==> src/akp_pkg.sv <==
// register map, field layout, reset values and state codes of the
// parallel-port command sequencer.
// assumes a 32-bit Avalon-MM slave with byte addresses.
package akp_pkg;

  // ****************************************************************
  // register offsets (byte addresses)
  // ****************************************************************
  localparam int unsigned AW             = 5;
  localparam logic [4:0]  REG_COMMAND    = 5'h00;
  localparam logic [4:0]  REG_STATUS     = 5'h04;
  localparam logic [4:0]  REG_ALT_STATUS = 5'h08;
  localparam logic [4:0]  REG_DATA       = 5'h0c;
  localparam logic [4:0]  REG_CONTROL    = 5'h10;
  localparam logic [4:0]  REG_CONFIG     = 5'h14;
  localparam logic [4:0]  REG_ERROR      = 5'h18;

  // ****************************************************************
  // field positions
  // ****************************************************************
  localparam int unsigned CMD_PIO_IN_BIT  = 0;
  localparam int unsigned CMD_IDENT_BIT   = 1;
  localparam int unsigned CMD_OPC_LSB     = 8;
  localparam int unsigned OPC_W           = 8;
  localparam int unsigned CTRL_IDIS_BIT   = 1;
  localparam int unsigned STS_ERR_BIT     = 0;
  localparam int unsigned STS_DRQ_BIT     = 3;
  localparam int unsigned STS_PEND_BIT    = 4;
  localparam int unsigned STS_BUSY_BIT    = 7;
  localparam int unsigned CFG_BLK_LSB     = 16;
  localparam int unsigned CNT_W           = 16;
  localparam int unsigned ERR_W           = 8;
  localparam int unsigned IDENT_CBL_BIT   = 13;
  localparam logic [15:0] IDENT_CBL_WORD  = 16'h005d;

  // ****************************************************************
  // reset values
  // ****************************************************************
  localparam logic [15:0] RST_WORDS  = 16'h0100;
  localparam logic [15:0] RST_BLOCKS = 16'h0001;
  localparam logic [31:0] RST_ZERO   = 32'h0000_0000;

  // ****************************************************************
  // sequencer states
  // ****************************************************************
  typedef enum logic [2:0] {
    S_IDLE    = 3'b000,
    S_ND_EXEC = 3'b001,
    S_PI_PREP = 3'b010,
    S_PI_RDY  = 3'b011,
    S_PI_XFER = 3'b100
  } akp_state_t;

endpackage : akp_pkg

==> src/akp_xfer_count.sv <==
// word-in-block and block-in-command counter for data-in transfers.
// assumes load and word_taken are single-cycle pulses, never together.
`timescale 1ns/1ns
module akp_xfer_count #(
  parameter int unsigned CW = 16
) (
  input  wire logic          mclk_i,
  input  wire logic          nrst_i,
  input  wire logic          load_i,
  input  wire logic [CW-1:0] words_i,
  input  wire logic [CW-1:0] blocks_i,
  input  wire logic          word_taken_i,
  output logic      [CW-1:0] word_idx_o,
  output logic               last_word_o,
  output logic               last_block_o
);

  logic [CW-1:0] word_q;
  logic [CW-1:0] word_d;
  logic [CW-1:0] blk_q;
  logic [CW-1:0] blk_d;
  wire  [CW-1:0] words_m1;
  wire  [CW-1:0] blocks_m1;
  wire  [CW-1:0] one;

  assign one       = CW'(1);
  // a length of zero is taken as one
  assign words_m1  = (words_i == '0) ? '0 : words_i - one;
  assign blocks_m1 = (blocks_i == '0) ? '0 : blocks_i - one;

  assign word_idx_o   = word_q;
  assign last_word_o  = (word_q == words_m1);
  assign last_block_o = (blk_q == '0);

  always_comb begin
    word_d = word_q;
    blk_d  = blk_q;
    if (load_i) begin
      word_d = '0;
      blk_d  = blocks_m1;
    end else if (word_taken_i) begin
      if (last_word_o) begin
        word_d = '0;
        if (!last_block_o) begin
          blk_d = blk_q - one;
        end
      end else begin
        word_d = word_q + one;
      end
    end
  end

  always_ff @(posedge mclk_i or negedge nrst_i) begin
    if (!nrst_i) begin
      word_q <= '0;
      blk_q  <= '0;
    end else begin
      word_q <= word_d;
      blk_q  <= blk_d;
    end
  end

endmodule : akp_xfer_count

==> src/akp_device.sv <==
// device-side command sequencer: non-data and PIO data-in protocols,
// with task-file registers on an Avalon-MM slave.
// assumes a back end that executes commands and supplies data words.
//
// How it works
// - non-data command write raises busy next cycle, executes, sets pending
// - non-data done, interrupts enabled: errors, busy off, line asserted
// - non-data done, interrupts disabled: errors, busy off, line stays low
// - data-in command write raises busy next cycle and starts preparing
// - identify commands patch cable level into bit 13 of word 93
// - abort during preparation: errors, busy off, line only if enabled
// - block ready: drq with line if enabled, else straight to transfer
// - status read while block waits clears pending, line, enters transfer
// - transfer shows drq, no busy, no line, one word ready per read
// - last word of non-final block returns to preparation
// - last word of final block goes idle without pending
//
// Chosen here: the Avalon-MM interface to the registers and the register offsets.
`timescale 1ns/1ns
module akp_device #(
  parameter int unsigned DW = 16
) (
  input  wire logic             mclk_i,
  input  wire logic             nrst_i,
  // avalon-mm slave
  input  wire logic [4:0]       avs_address_i,
  input  wire logic             avs_read_i,
  input  wire logic             avs_write_i,
  input  wire logic [31:0]      avs_writedata_i,
  input  wire logic [3:0]       avs_byteenable_i,
  output logic      [31:0]      avs_readdata_o,
  output logic                  avs_waitrequest_o,
  // host side line
  output logic                  host_interrupt_line_o,
  input  wire logic             cable_detect_input_i,
  // back end
  output logic                  cmd_start_o,
  output logic      [7:0]       cmd_opcode_o,
  output logic                  cmd_pio_in_o,
  input  wire logic             nd_done_i,
  input  wire logic             prep_abort_i,
  input  wire logic [7:0]       error_i,
  input  wire logic             block_ready_i,
  output logic                  word_req_o,
  input  wire logic             word_valid_i,
  input  wire logic [DW-1:0]    word_data_i
);

  // ****************************************************************
  // state
  // ****************************************************************
  akp_pkg::akp_state_t state_q;
  akp_pkg::akp_state_t state_d;
  logic                pend_q;
  logic                pend_d;
  logic                line_q;
  logic                idis_q;
  logic                idis_d;
  logic [15:0]         words_q;
  logic [15:0]         words_d;
  logic [15:0]         blocks_q;
  logic [15:0]         blocks_d;
  logic [7:0]          err_q;
  logic [7:0]          err_d;
  logic                ident_q;
  logic                ident_d;
  logic                cable_q;
  logic                cable_d;
  logic                first_q;
  logic                first_d;
  logic [DW-1:0]       data_q;
  logic [DW-1:0]       data_d;
  logic                full_q;
  logic                full_d;
  logic                wreq_q;
  logic                wreq_d;
  logic                start_q;
  logic                start_d;
  logic [7:0]          opc_q;
  logic [7:0]          opc_d;
  logic                pio_q;
  logic                pio_d;
  logic                wait_q;
  logic [31:0]         rdata_q;

  // ****************************************************************
  // bus decode
  // ****************************************************************
  wire        hit_cmd, hit_sts, hit_alt, hit_data, hit_ctrl, hit_cfg, hit_err;
  wire        stall, acc, acc_rd, acc_wr;
  wire        cmd_wr, sts_rd, data_rd, ctrl_wr, cfg_wr;
  wire        busy, data_request_bit;
  wire [31:0] status_word;
  wire [31:0] wmask;
  wire [31:0] cfg_word;
  wire [31:0] cfg_new;
  wire [31:0] rdata_d;
  wire [15:0] word_idx;
  wire        last_word;
  wire        last_block;
  wire        patch;
  wire [DW-1:0] word_in;

  assign hit_cmd  = (avs_address_i == akp_pkg::REG_COMMAND);
  assign hit_sts  = (avs_address_i == akp_pkg::REG_STATUS);
  assign hit_alt  = (avs_address_i == akp_pkg::REG_ALT_STATUS);
  assign hit_data = (avs_address_i == akp_pkg::REG_DATA);
  assign hit_ctrl = (avs_address_i == akp_pkg::REG_CONTROL);
  assign hit_cfg  = (avs_address_i == akp_pkg::REG_CONFIG);
  assign hit_err  = (avs_address_i == akp_pkg::REG_ERROR);

  // a data read in transfer holds off until the word is present
  assign stall   = avs_read_i & hit_data & (state_q == akp_pkg::S_PI_XFER)
                   & ~full_q;
  assign acc     = (avs_read_i | avs_write_i) & wait_q & ~stall;
  assign acc_rd  = acc & avs_read_i;
  assign acc_wr  = acc & avs_write_i;
  // commands are refused unless the sequencer is idle
  assign cmd_wr  = acc_wr & hit_cmd & (state_q == akp_pkg::S_IDLE);
  assign sts_rd  = acc_rd & hit_sts;
  assign data_rd = acc_rd & hit_data & (state_q == akp_pkg::S_PI_XFER);
  assign ctrl_wr = acc_wr & hit_ctrl;
  assign cfg_wr  = acc_wr & hit_cfg;

  assign busy = (state_q == akp_pkg::S_ND_EXEC)
              | (state_q == akp_pkg::S_PI_PREP);
  assign data_request_bit  = (state_q == akp_pkg::S_PI_RDY)
              | (state_q == akp_pkg::S_PI_XFER);

  assign status_word = (32'(busy) << akp_pkg::STS_BUSY_BIT)
                     | (32'(data_request_bit) << akp_pkg::STS_DRQ_BIT)
                     | (32'(pend_q) << akp_pkg::STS_PEND_BIT)
                     | (32'(err_q != '0) << akp_pkg::STS_ERR_BIT);

  // byte enables mask config writes lane by lane
  genvar b;
  generate
    for (b = 0; b < 4; b++) begin : g_lane
      assign wmask[8*b +: 8] = {8{avs_byteenable_i[b]}};
    end
  endgenerate

  assign cfg_word = {blocks_q, words_q};
  assign cfg_new  = (cfg_word & ~wmask) | (avs_writedata_i & wmask);

  assign rdata_d = (hit_sts | hit_alt) ? status_word
                 : hit_data            ? 32'(data_q)
                 : hit_ctrl            ? 32'(idis_q)
                                         << akp_pkg::CTRL_IDIS_BIT
                 : hit_cfg             ? cfg_word
                 : hit_err             ? 32'(err_q)
                 : akp_pkg::RST_ZERO;

  // ****************************************************************
  // counters and identify patch
  // ****************************************************************
  akp_xfer_count #(
    .CW           (akp_pkg::CNT_W)
  ) u_count (
    .mclk_i       (mclk_i),
    .nrst_i       (nrst_i),
    .load_i       (cmd_wr & pio_d),
    .words_i      (words_q),
    .blocks_i     (blocks_q),
    .word_taken_i (data_rd),
    .word_idx_o   (word_idx),
    .last_word_o  (last_word),
    .last_block_o (last_block)
  );

  assign patch = ident_q & first_q
               & (word_idx == akp_pkg::IDENT_CBL_WORD);
  assign word_in = patch
                 ? ((word_data_i & ~(DW'(1) << akp_pkg::IDENT_CBL_BIT))
                    | (DW'(cable_q) << akp_pkg::IDENT_CBL_BIT))
                 : word_data_i;

  // ****************************************************************
  // sequencer
  // ****************************************************************
  always_comb begin
    state_d  = state_q;
    pend_d   = pend_q;
    err_d    = err_q;
    ident_d  = ident_q;
    cable_d  = cable_q;
    first_d  = first_q;
    wreq_d   = 1'b0;
    start_d  = 1'b0;
    opc_d    = opc_q;
    pio_d    = avs_writedata_i[akp_pkg::CMD_PIO_IN_BIT];
    idis_d   = ctrl_wr ? avs_writedata_i[akp_pkg::CTRL_IDIS_BIT] : idis_q;
    words_d  = cfg_wr ? cfg_new[15:0] : words_q;
    blocks_d = cfg_wr ? cfg_new[31:akp_pkg::CFG_BLK_LSB] : blocks_q;
    full_d   = full_q;
    data_d   = data_q;
    if (word_valid_i && !full_q) begin
      full_d = 1'b1;
      data_d = word_in;
    end
    case (state_q)
      akp_pkg::S_IDLE: begin
        if (sts_rd) begin
          pend_d = 1'b0;
        end
        if (cmd_wr) begin
          pend_d  = 1'b0;
          err_d   = '0;
          start_d = 1'b1;
          opc_d   = avs_writedata_i[akp_pkg::CMD_OPC_LSB +: akp_pkg::OPC_W];
          ident_d = avs_writedata_i[akp_pkg::CMD_IDENT_BIT];
          first_d = 1'b1;
          full_d  = 1'b0;
          if (pio_d) begin
            cable_d = cable_detect_input_i;
            state_d = akp_pkg::S_PI_PREP;
          end else begin
            state_d = akp_pkg::S_ND_EXEC;
          end
        end
      end
      akp_pkg::S_ND_EXEC: begin
        if (nd_done_i) begin
          err_d   = error_i;
          pend_d  = 1'b1;
          state_d = akp_pkg::S_IDLE;
        end
      end
      akp_pkg::S_PI_PREP: begin
        if (prep_abort_i) begin
          err_d   = error_i;
          pend_d  = 1'b1;
          state_d = akp_pkg::S_IDLE;
        end else if (block_ready_i) begin
          wreq_d  = 1'b1;
          pend_d  = ~idis_q;
          state_d = idis_q ? akp_pkg::S_PI_XFER : akp_pkg::S_PI_RDY;
        end
      end
      akp_pkg::S_PI_RDY: begin
        if (sts_rd) begin
          pend_d  = 1'b0;
          state_d = akp_pkg::S_PI_XFER;
        end
      end
      akp_pkg::S_PI_XFER: begin
        if (data_rd) begin
          full_d = 1'b0;
          if (!last_word) begin
            wreq_d = 1'b1;
          end else if (!last_block) begin
            first_d = 1'b0;
            state_d = akp_pkg::S_PI_PREP;
          end else begin
            state_d = akp_pkg::S_IDLE;
          end
        end
      end
      default: begin
        state_d = akp_pkg::S_IDLE;
      end
    endcase
  end

  // ****************************************************************
  // registers
  // ****************************************************************
  always_ff @(posedge mclk_i or negedge nrst_i) begin
    if (!nrst_i) begin
      state_q  <= akp_pkg::S_IDLE;
      pend_q   <= 1'b0;
      line_q   <= 1'b0;
      idis_q   <= 1'b0;
      words_q  <= akp_pkg::RST_WORDS;
      blocks_q <= akp_pkg::RST_BLOCKS;
      err_q    <= '0;
      ident_q  <= 1'b0;
      cable_q  <= 1'b0;
      first_q  <= 1'b0;
    end else begin
      state_q  <= state_d;
      pend_q   <= pend_d;
      // the line follows pending gated by the disable bit
      line_q   <= pend_d & ~idis_d;
      idis_q   <= idis_d;
      words_q  <= words_d;
      blocks_q <= blocks_d;
      err_q    <= err_d;
      ident_q  <= ident_d;
      cable_q  <= cable_d;
      first_q  <= first_d;
    end
  end

  always_ff @(posedge mclk_i or negedge nrst_i) begin
    if (!nrst_i) begin
      data_q  <= '0;
      full_q  <= 1'b0;
      wreq_q  <= 1'b0;
      start_q <= 1'b0;
      opc_q   <= '0;
      pio_q   <= 1'b0;
    end else begin
      data_q  <= data_d;
      full_q  <= full_d;
      wreq_q  <= wreq_d;
      start_q <= start_d;
      opc_q   <= opc_d;
      pio_q   <= cmd_wr ? pio_d : pio_q;
    end
  end

  // one-cycle answer: waitrequest drops for exactly one edge
  always_ff @(posedge mclk_i or negedge nrst_i) begin
    if (!nrst_i) begin
      wait_q  <= 1'b1;
      rdata_q <= akp_pkg::RST_ZERO;
    end else begin
      wait_q  <= ~acc;
      rdata_q <= acc_rd ? rdata_d : rdata_q;
    end
  end

  assign avs_readdata_o        = rdata_q;
  assign avs_waitrequest_o     = wait_q;
  assign host_interrupt_line_o = line_q;
  assign cmd_start_o           = start_q;
  assign cmd_opcode_o          = opc_q;
  assign cmd_pio_in_o          = pio_q;
  assign word_req_o            = wreq_q;

endmodule : akp_device

==> config.mk <==
export PLATFORM = sky130hd
export DESIGN_NAME = akp_device
export DESIGN_NICKNAME = d
export VERILOG_FILES = /design/src/akp_pkg.sv /design/src/akp_xfer_count.sv /design/src/akp_device.sv
export SDC_FILE = /design/constraint.sdc
export NUM_CORES = 1
export LEC_CHECK = 0
export ABC_AREA = 1
export ABC_CLOCK_PERIOD_IN_PS = 3200
export BUFFER_PORTS_ARGS = -buffer_cell sky130_fd_sc_hd__clkbuf_2
export CORE_ASPECT_RATIO = 0.6
export CORE_MARGIN = 3
export CORE_UTILIZATION = 58
export DETAILED_ROUTE_END_ITERATION = 7
export PLACE_DENSITY = 0.81
export SYNTH_ARGS = -nofsm -noshare
export SYNTH_HDL_FRONTEND = slang
export SYNTH_HIERARCHICAL = 1
export SYNTH_SLANG_ARGS = --single-unit
==> constraint.sdc <==
create_clock -name mclk_i -period 3.2 [get_ports mclk_i]
set_input_delay 0.32 -clock mclk_i [delete_from_list [all_inputs] [get_ports mclk_i]]
set_output_delay 0.32 -clock mclk_i [all_outputs]
set_load 0.01 [all_outputs]
* Word level (Yosys, flattened, before mapping) *
Index checks and enable logic that the tools add are counted.

word-level totals
  bits of input ports = 74
  register bits after elaboration = 142
  word-level logic and storage cells = 151
  output and inout port bits = 45

cells by class
  bitwise gates (word level) = 35
  reductions and logical operators = 18
  equal/unequal tests = 21
  add/sub/neg operators = 4
  multiplexer cells = 53

operators by type and width
  kind                                                number
  two-way mux 16 bit                                  10
  two-way mux 32 bit                                  4
  bitwise AND 32 bit                                  2
  zero test 16 bit                                    3
  subtractor 16 x 1 -> 16 bit, second input constant  3
  two-way mux 8 bit                                   4
  NOT 32 bit                                          1
  OR 32 bit                                           1
  two-way mux 3 bit                                   8
  case mux 8 bit (3 select lines)                     1
  two-way mux 1 bit                                   19
  bitwise AND 1 bit                                   18
  adder 16 x 1 -> 16 bit, second input constant       1
  == test 16 bit                                      1
  == test 16 x 7 -> 1 bit, second input constant      1
  OR 16 x 14 -> 16 bit                                1
  == test 5 bit, second input constant                3
  case mux 3 bit (5 select lines)                     1
  != test 2 bit, second input constant                7
  == test 5 x 4 -> 1 bit, second input constant       2
  OR 8 x 1 -> 8 bit                                   1
  OR 8 x 4 -> 8 bit                                   1
  OR 8 x 5 -> 8 bit                                   1
  nonzero test 8 bit                                  1
  other kinds (22)                                    36

* Logic depth before layout (Yosys ltp) *
Gate-level depths: netlist of the first run.

  word-level depth = 12
  gate-level depth with buffers = 18
  mapped depth without buffers = 17

* Hierarchy *
The synthesis of the first run kept the hierarchy.

by module, submodules not included
  module          instances  seq. area each (um^2)  cells each  area each (um^2)
  akp_device      1          2756.4                 583         5021.1
  akp_xfer_count  1          800.8                  490         3116.7

* Worst setup path before layout of the first run *
No wires, ideal clock.

  path type = register -> register
  start = register wait_q, in the netlist avs_waitrequest_o
  end = register u_count.blk_q[10]
  path slack = 898 ps
  stages on the path, launching flop included = 9
  data required time = 3134 ps
  period minus slack after synthesis = 2302 ps
  buffers on the path = 1
  setup time = 66 ps
  arrival time = 2236 ps
  cells stage by stage = dfstp_2 o21a_2 nand4_2 nor2_1 clkinv_1 nand2_1 clkbuf_1 nand4_1 nand2_1

on the way
  longest elaborated chain between the ends = 8
  elaborated cells between the ends (all ways) = 14
  classes of those cells = eq/ne: 1; mux: 1; bitwise: 9; reduce/logical: 3

ends and longest elaborated chain
  element                                                                        line                  text
  start: declaration                                                             akp_device.sv:83      logic wait_q;
  start signal: assignment                                                       akp_device.sv:319     wait_q <= ~acc;
  bitwise AND 1 bit * (2 in a row)                                               akp_device.sv:115     assign acc = (avs_read_i | avs_write_i) & wait_q & ~stall;
  bitwise AND 1 bit                                                              akp_device.sv:117     assign acc_wr = acc & avs_write_i;
  bitwise AND 1 bit (2 in a row)                                                 akp_device.sv:119     assign cmd_wr = acc_wr & hit_cmd & (state_q == akp_pkg::S_IDLE);
  bitwise AND 1 bit                                                              akp_device.sv:162     .load_i (cmd_wr & pio_d),
  != test 2 x 1 -> 1 bit (no source line) or nonzero test 2 bit (tied branches)  -
  AND reduction 3 bit (no source line)                                           -
  end signal: assignment                                                         akp_xfer_count.sv:59  blk_q <= blk_d;
  end: declaration                                                               akp_xfer_count.sv:20  logic [CW-1:0] blk_q;

Every way passes the cells marked *; elsewhere a longest branch is shown, timed or not.
A chain may end at the register's enable or synchronous reset.

==> reports/results.txt, run 1 <==
Vias in the first global route = 7111
Critical path startpoint category = flop
Final min period = 2.97 ns
CTS buffer count = 17
GP Congestion = 0.971
Routed vias = 7983
Die area = 0.0155 mm^2
CTS tree = yes
Core Area = 0.0133 mm^2
Crit path DAT = 3.28 ns
Final hold violations = 0
Final Setup Violations = 0
RSZ-0062 raised after global routing = false
Max cap viols = 0
FF-to-FF setup slack = 0.23 ns
Post-Layout Cell Count = 1393
Initial antenna violation count = 0
Top Ports = 119
Most used DFF post-synth = dfrtp_1
Area of the multi-input gates = 0.00398 mm^2
Placed insts = 1361
Vias per Instance = 5.73
Async SR Flop Fraction = 1.00
Total gr overflow = 0
Core Rows = 32
Critical path fanouts, max = 32
Layout filler cell count = 1049
DRT iter0 DRCs = 963
Required time worst endpoint = 3.51 ns
Diodes inserted = 0
Mapped Area = 0.00814 mm^2
Post-Synthesis Cells = 1073
Syn Nets = 1151
Outcome = complete, no violations
Type of the worst min-delay path = input port to flop
Die Ht = 97.8 um
# clock sinks = 142
Routed Antenna Nets = 0
Peak Freq = 0.337 GHz
Setup_tns = 0 ns
Final WL = 22900 um
EDFF count, synth = 0
Flip-flop and latch count after synthesis = 142
Post-layout nets = 1272
DRT Pass-1 Iters = 6
Worst slew pin tran = 0.589 ns
Yosys cell types = 53
Post-CTS setup buffer count = 0
Post-synthesis sequential area ratio = 0.437
YS warnings = 6
Storage cell area = 0.00356 mm^2
DRC Markers = 0
Clk Tree Root Cell = clkbuf_16
Worst relative slew slack = 0.605
Slew Viols, Final = 0
Final core utilization = 0.717
H-Tree Depth = 4
Clk buf depth = 2
Layout cells sized above 1 = 0.186
Avg WL per Cell = 16.4 um
VDD IR max = 0.285 mV
Placed wire-length estimate = 17000 um
Initial Util = 0.614
Max Clock Skew = 0.0108 ns
Fin crit share = 0.928
Clk Latency, worst-skew pair = 0.42 ns
Area delta synth->final = 16.7%
Avg Cell Area, Syn = 7.58 um^2
Global-route wire length before repair = 37300 um
Die Wd = 159 um
CTS clk-pin slew, worst paths = 0.06 ns
Kind of critical path = flop to flop
Port Buf Inserts = 118
PD cells = 586 mW/mm^2
Total GRT Usage = 0.298
Largest net degree at the start of global routing = 63
Crit end category = flop
Post-cts sizing count = 0
Pleak = 5.12 nW
-- routing by layer --
layer	GRT usage	vias up	share of wire
met4	0.0659	0	0.0091
met3	0.0653	22	0.11
met1	0.493	3727	0.48
li1	-	3777	-
met5	0	-	0
met2	0.392	457	0.39
-- cells by family after synthesis --
family          Yosys count  synth area share
simple gates            611             0.340
fa+ha+maj                 4           0.00615
xor+xnor                 33            0.0355
flops                   142             0.437
buf+inv                 134            0.0736
compound gates          149             0.107
-- critical path: stages (launching register included) --
cell	delay [ns]
dfrtp_1	0.40
inv_1	0.13
ha_1	0.24
nand2_2	0.14
nor2_2	0.20
nand2_4	0.21
nand3_1	0.13
nand2_1	0.12
a211oi_1	0.36
nand4_1	0.13
nor2_1	0.20
inv_1	0.13
o21ai_2	0.23
nand3_1	0.10
nand2_1	0.08
nand2_1	0.06
-- cell usage in the layout (no fill, tap or decap), types with 7 or more instances in the layout --
cell type / synthesis / layout
a21oi_1: 22 / 22
a21oi_2: 9 / 9
buf_4: 6 / 15
clkbuf_16: 0 / 17
clkbuf_2: 0 / 117
dfrtp_1: 139 / 139
inv_1: 94 / 94
nand2_1: 345 / 345
nand2_4: 8 / 8
nand3_1: 67 / 67
nand4_1: 43 / 43
nor2_1: 90 / 90
nor2_2: 10 / 10
nor3_1: 12 / 12
nor4_1: 11 / 11
o21ai_0: 65 / 65
o21ai_1: 10 / 10
o22ai_1: 22 / 22
xnor2_1: 7 / 7
xor2_1: 26 / 26
-- area by class of cell --
type / instances / share of cell area
clock buffers: 18 / 0.0462
clock inverters: 13 / 0.0173
inverters: 101 / 0.0402
multi-input cells: 797 / 0.419
flip-flops and latches: 142 / 0.375
well taps: 187 / 0.0246
repair buffers: 135 / 0.0779
-- metrics by stage --
stage | setup WS, ns | total power, mW | area [um^2] | hold WS (ns)
floorplan | 0.898 | 3.06 | 8140 | 0.0244
global placement | 0.405 | 3.46 | 8880 | 0.305
detailed placement | 0.355 | 3.49 | 8880 | 0.305
global route | 0.0658 | 5.86 | 9500 | 0.113
finish | 0.230 | 5.57 | 9500 | 0.0936
CTS | 0.331 | 5.54 | 9500 | 0.0912
-- synthesized netlist by cell type (2+ instances only) --
library cell | n | area share
a211oi_1 | 4 | 0.0037
a21oi_1 | 22 | 0.014
a21oi_2 | 9 | 0.0097
a221oi_1 | 2 | 0.0022
buf_2 | 8 | 0.0049
buf_4 | 6 | 0.0055
buf_6 | 6 | 0.0083
clkbuf_1 | 12 | 0.0055
clkinv_1 | 2 | 0.00092
dfrtp_1 | 139 | 0.43
dfstp_2 | 3 | 0.0097
ha_1 | 4 | 0.0062
inv_1 | 94 | 0.043
inv_2 | 4 | 0.0018
nand2_1 | 345 | 0.16
nand2_2 | 6 | 0.0046
nand2_4 | 8 | 0.011
nand3_1 | 67 | 0.041
nand3_2 | 4 | 0.0049
nand3b_1 | 2 | 0.0018
nand4_1 | 43 | 0.033
nor2_1 | 90 | 0.042
nor2_2 | 10 | 0.0077
nor2_4 | 3 | 0.0042
nor3_1 | 12 | 0.0074
nor4_1 | 11 | 0.0085
o2111ai_1 | 2 | 0.0022
o21ai_0 | 65 | 0.040
o21ai_1 | 10 | 0.0062
o21bai_1 | 3 | 0.0028
o22ai_1 | 22 | 0.017
or2_2 | 3 | 0.0023
xnor2_1 | 7 | 0.0075
xor2_1 | 26 | 0.028
-- repair_timing --
action                                  4_1_cts  5_1_grt
hold endpoints to repair                     53        0
hold buffers                                  1        0
endpoints found under the setup margin        0        0
-- final timing paths --
path	from	endpoint	depth (start not counted)
setup / recovery	flop	state_q[0]	15
hold reg to reg	cable_q	cable_q	2
setup reg to reg	flop	state_q[0]	15
hold / removal	word_data_i[0]	data_q[0]	3
max in group asynchronous	nrst_i	async pin	3
min in group asynchronous	nrst_i	cmd_start_o	2
-- power by group --
group / leakage, nW / internal [mW] / switching, mW
Clock: 0.293 / 1.25 / 0.810
Combinational: 3.03 / 0.434 / 0.843
Sequential: 1.80 / 2.03 / 0.202
Power figures use the tool's default switching activity.
==> run 2: changes to the inputs <==
Settings changed: ABC_AREA 1 to unset, ABC_CLOCK_PERIOD_IN_PS 3200 to 2700, CORE_UTILIZATION 58 to 52, PLACE_DENSITY 0.81 to 0.77.
Clock period 3.2 ns to 2.7 ns, I/O delays scaled along.
==> run 2 against run 1 <==
  * The run now ends with setup timing left
  * Worst hold slack worse by 0.053 ns
  * Sequential power up 19%
  * Fmax down 11%
  * Cell area up 12%
  * Critical path type unchanged
  * Largest cell class unchanged
  * Largest power group unchanged
==> reports/results.txt, run 2 <==
Crit end category = flop
EDFF count, synth = 0
Global-route wire length before repair = 40800 um
Die area = 0.0170 mm^2
Clk buf depth = 2
Vias in the first global route = 7491
Die Ht = 102 um
RSZ-0062 raised after global routing = true
Core Area = 0.0148 mm^2
Fin crit share = 1.24
Final Setup Violations = 36
Worst slew pin tran = 0.828 ns
Port Buf Inserts = 118
DRT Pass-1 Iters = 7
Most used DFF post-synth = dfrtp_1
Crit path DAT = 3.72 ns
Final worst slack = -0.654 ns
H-Tree Depth = 4
Critical path startpoint category = flop
Kind of critical path = flop to flop
Total gr overflow = 0
Routed vias = 7885
Placed Area = 0.00965 mm^2
Routed Antenna Nets = 0
Top cells by area, synth = dfrtp_1, mux2_2, nand2_1
CTS tree = yes
Max cap viols = 0
Async SR Flop Fraction = 1.00
Type of the worst min-delay path = input port to flop
Placed wire-length estimate = 18500 um
Syn Nets = 909
Design Power = 7.59 mW
Avg Cell Area, Syn = 9.66 um^2
Layout filler cell count = 1068
Clk Latency, worst-skew pair = 0.43 ns
Complex-gate fraction of the synthesized area = 0.160
Final min period = 3.35 ns
Critical path fanouts, max = 10
Net Sw Frac = 0.355
CTS clk-pin slew, worst paths = 0.07 ns
WHS = 0.0408 ns
PD cells = 714 mW/mm^2
Post-synthesis mux area share = 0.0981
Total GRT Usage = 0.306
Initial Util = 0.543
Cell accounting for the most synthesized area = dfrtp_1
YS warnings = 6
Vias per Instance = 6.23
Max Clock Skew = 0.0116 ns
Flip-flop and latch count after synthesis = 142
Xor/xnor share of the synthesized area = 0.0403
Post-layout nets = 1132
Outcome = complete, but fails checks
Sw power = 2.69 mW
Die Wd = 166 um
Largest family of logic cells by synthesized area = simple AND/OR/NAND/NOR gates
Initial antenna violation count = 0
Mapped Area = 0.00803 mm^2
Design area = 0.0106 mm^2
Final WL = 26700 um
Final hold violations = 0
CTS buffer count = 17
Peak Freq = 0.298 GHz
DRT iter0 DRCs = 979
GP Congestion = 0.970
Post-Synthesis Cells = 831
Area delta synth->final = 32.3%
Combinational share of power = 0.330
Core Rows = 34
# clock sinks = 142
Required time worst endpoint = 3.06 ns
Internal power = 4.90 mW
Seq pwr share = 0.350
Count leader, synth = dfrtp_1
Yosys cell types = 78
Most frequent cells in the layout = dfrtp_1, buf_4, clkbuf_2, nand2_1
Clk pwr share = 0.320
Failing checks = setup timing
Worst relative slew slack = 0.440
Placed insts = 1221
Post-Layout Cell Count = 1265
Diodes inserted = 0
Avg WL per Cell = 21.1 um
Top Ports = 119
Slew Viols, Final = 0
DRC Markers = 0
Layout cells sized above 1 = 0.373
Simple-Gate Fraction of Synth Area = 0.214
Clk Tree Root Cell = clkbuf_16
Pleak = 4.87 nW
Most common cell after layout, fill and taps aside = dfrtp_1
Post-synthesis sequential area ratio = 0.443
Synth cell count leaders = dfrtp_1, nand2_1, nor2_1, o21ai_0, mux2_2
Largest net degree at the start of global routing = 56
VDD IR max = 0.435 mV
Area share of fa/ha/maj cells after synthesis = 0.00623
Yosys top cell area share = 0.433
## run 2: logic make-up (layout without fill, tap and decap cells)
group,after synthesis,in the layout
buffers and inverters,67,303
AO/OA/AOI/OAI,183,183
adder cells (fa/ha/maj),4,4
flip-flops,142,142
AND/OR/NAND/NOR,327,327
multiplexers,71,71
XOR/XNOR,37,37
## run 2: what timing repair did
action | in CTS | in global routing
hold buffers | 1 | 0
setup buffers | 11 | 1
gates resized for setup | 30 | 17
hold endpoints to repair | 33 | 0
setup endpoints to repair | 36 | 36
pin swaps | 14 | 17
## run 2: cell type report
class / count / area (um^2) / area share
repair buffers: 249 / 1650 / 0.156
inverters: 22 / 82.6 / 0.00777
multi-input cells: 622 / 4480 / 0.421
flip-flops and latches: 142 / 3560 / 0.335
well taps: 198 / 248 / 0.0233
clock buffers: 18 / 439 / 0.0413
clock inverters: 14 / 171 / 0.0161
## run 2: power by group through the flow
stage,registers [mW],clock network [mW],logic (mW)
finish,2.66,2.43,2.51
global route,2.69,2.53,2.66
CTS,2.65,2.42,2.35
detailed placement,2.68,0,2.19
global placement,2.67,0,2.15
floorplan,2.66,0,1.30
## run 2: final timing paths
path | start | to | slack, ns | cells after the start
max | flop | u_count/blk_q[12] | -0.65 | 9
min | avs_write_i | avs_waitrequest_o | 0.04 | 2
max reg2reg | flop | u_count/blk_q[12] | -0.65 | 9
min reg2reg | avs_readdata_o[11] | avs_readdata_o[11] | 0.48 | 2
max in group asynchronous | nrst_i | avs_waitrequest_o | 1.70 | 3
min in group asynchronous | nrst_i | avs_readdata_o[8] | 0.30 | 2
## run 2: worst max-delay path: stages, from the launching register on
cell	delay [ns]
dfrtp_1	0.38
or4_4	0.54
or4_4	0.53
o211a_4	0.28
a221o_1	0.29
a2111oi_4	0.29
nand4_1	0.25
buf_6	0.22
or4_1	0.41
nand3_1	0.08
## run 2: metrics by stage
step	utilization	setup WS, ns	TNS, ns
detailed placement	0.652	-0.511	-13.86
CTS	0.710	-0.527	-14.67
global placement	0.652	-0.500	-13.69
global route	0.718	-0.710	-20.11
floorplan	-	-0.616	-15.04
finish	0.718	-0.654	-18.29
## run 2: metal layers
layer  vias to the layer above  share of wire  GRT usage  routed length [um]
li1                       3497              -          -                   -
met1                      3837           0.44      0.453               11700
met2                       511           0.41      0.435               11100
met3                        40           0.13      0.102                3580
met4                         0          0.014     0.0729                 370
met5                         -              0     0.0109                   0
==> run 3: changes to the inputs <==
Settings changed: ABC_CLOCK_PERIOD_IN_PS 2700 to 4200, CORE_UTILIZATION 52 to 35, PLACE_DENSITY 0.77 to unset, TNS_END_PERCENT set to 100.
Clock period 2.7 ns to 4.2 ns, I/O delays scaled along.
==> run 3 against run 2 <==
  * Sequential cell count unchanged
  * The flow now finishes without violations
  * Critical endpoint is now state_q[2]
  * Global-route usage decreased by 12 points
  * Final cell count is 0.40% lower
  * First-iteration DRC count down 38%
  * Combinational power down 57%
  * Wire length is 15% lower
  * Via count down 13%
  * Count of clock-buffer cells in the layout is 1 higher
  * Largest power group unchanged
  * Worst setup slack improved by 1.1 ns
  * Non-clock buffer count is 116 lower
  * Register-to-register slack gained 1.1 ns
  * Clock power down 37%
==> reports/results.txt, run 3 (synthesis gave the netlist of run 2 again) <==
Max cap viols = 0
Pleak = 4.20 nW
Die Wd = 202 um
Crit path DAT = 4.00 ns
Post-CTS setup buffer count = 0
Slew Viols, Final = 0
Cells on worst reg2reg path = 10
Final hold violations = 0
Core Rows = 42
CTS tree = yes
Final WL = 22600 um
H-Tree Depth = 4
Vias in the first global route = 6426
GP Congestion = 0.906
Slowest CP cell = or4_2
Routed vias = 6855
Peak Freq = 0.269 GHz
Outcome = complete, no violations
R2r endpoint = state_q[2]
Most frequent cells in the layout = dfrtp_1, clkbuf_2, nand2_1, nor2_1, o21ai_0
Type of the worst min-delay path = input port to async pin
Most common cell after layout, fill and taps aside = dfrtp_1
Critical path startpoint category = flop
Final min period = 3.72 ns
Design Power = 4.39 mW
Max Clock Skew = 0.0127 ns
Post-cts sizing count = 0
CTS buffer count = 17
Vias per Instance = 5.44
DRT iter0 DRCs = 604
Top Ports = 119
Post-layout nets = 1016
CP max stage delay = 0.66 ns
Routed Antenna Nets = 0
Initial antenna violation count = 0
Total gr overflow = 0
Clk buf depth = 2
Crit end category = flop
Placed wire-length estimate = 16700 um
WHS = 0.0238 ns
RSZ-0062 raised after global routing = false
Critical path fanouts, max = 10
Worst relative slew slack = 0.243
Worst slew pin tran = 1.13 ns
Clk Tree Root Cell = clkbuf_16
DRT Pass-1 Iters = 5
CP Buf/Inv Count = 1
Avg WL per Cell = 17.9 um
# clock sinks = 142
Core Area = 0.0223 mm^2
Required time worst endpoint = 4.48 ns
VDD IR max = 0.302 mV
Port Buf Inserts = 118
Crit-path cells = or4_4, or4_2, a31oi_1, o31ai_1, and2_1, or2_2, nor2_1, inv_1, o311ai_0, o41ai_1
Area delta synth->final = 18.6%
DRC Markers = 0
PD cells = 461 mW/mm^2
FF-to-FF setup slack = 0.48 ns
Total GRT Usage = 0.186
CTS clk-pin slew, worst paths = 0.06 ns
Initial Util = 0.360
Top delay family on crit path = simple AND/OR/NAND/NOR gates
Layout cells sized above 1 = 0.265
Setup_tns = 0 ns
Global-route wire length before repair = 36300 um
Final Setup Violations = 0
Die Ht = 123 um
Fin crit share = 0.886
Clk Latency, worst-skew pair = 0.43 ns
Hold Buf Count CTS = 0
Largest net degree at the start of global routing = 80
Die area = 0.0249 mm^2
Kind of critical path = flop to flop
run 3: changes by cell type in the layout (fill, tap and decap cells not counted), sizes merged:
cell | previous run | this run
inv | 28 | 27
dlygate4sd3 | 1 | 0
clkinv | 5 | 2
bufinv | 1 | 2
clkbuf | 135 | 136
buf | 131 | 16
clkinvlp | 2 | 4
diode | 0 | 1
run 3: worst reg2reg max path: stages, from the launching register on:
cell	delay, ns
dfrtp_1	0.50
or4_4	0.62
or4_2	0.67
a31oi_1	0.18
o31ai_1	0.15
and2_1	0.22
or2_2	0.30
nor2_1	0.18
inv_1	0.08
o311ai_0	0.51
o41ai_1	0.17
run 3: how the worst max path moves through the flow:
stage          slack [ns]  startpoint  depth (start not counted)          endpoint
3_3_place_gp         0.61        flop                         10        state_q[2]
2_1_floorplan        0.80        flop                         10  u_count/blk_q[6]
6_report             0.48        flop                         10        state_q[2]
5_1_grt              0.15        flop                         10        state_q[2]
4_1_cts              0.49        flop                         10        state_q[2]
3_5_place_dp         0.52        flop                         10        state_q[2]
run 3: per-layer routing:
| metal | up-vias | wire [um] | GRT usage |
|---|---|---|---|
| met1 | 3366 | 12100 | 0.296 |
| met3 | 16 | 1850 | 0.0624 |
| met4 | 0 | 148 | 0.0383 |
| met5 | - | 0 | 0 |
| met2 | 206 | 8500 | 0.236 |
| li1 | 3267 | - | - |
run 3: stage by stage:
stage | cell area (um^2) | worst slack, ns | util | cells
floorplan | 8030 | 0.800 | - | 831
global placement | 8930 | 0.615 | 0.401 | 1227
detailed placement | 8930 | 0.516 | 0.401 | 1227
CTS | 9530 | 0.486 | 0.428 | 1259
global route | 9530 | 0.152 | 0.428 | 1259
finish | 9530 | 0.479 | 0.428 | 1260
run 3: area by class of cell:
type	instances	area, um^2
diodes	1	2.50
repair buffers	133	722
well taps	308	385
clock inverters	13	154
flip-flops and latches	142	3560
multi-input cells	622	4180
clock buffers	19	443
inverters	22	82.6
fillers	2212	12800
run 3: where the power goes:
group	total, mW	switching, mW	internal [mW]	leakage, nW
clock network	1.54	0.641	0.903	0.279
registers	1.77	0.213	1.55	1.83
logic	1.08	0.613	0.471	2.10
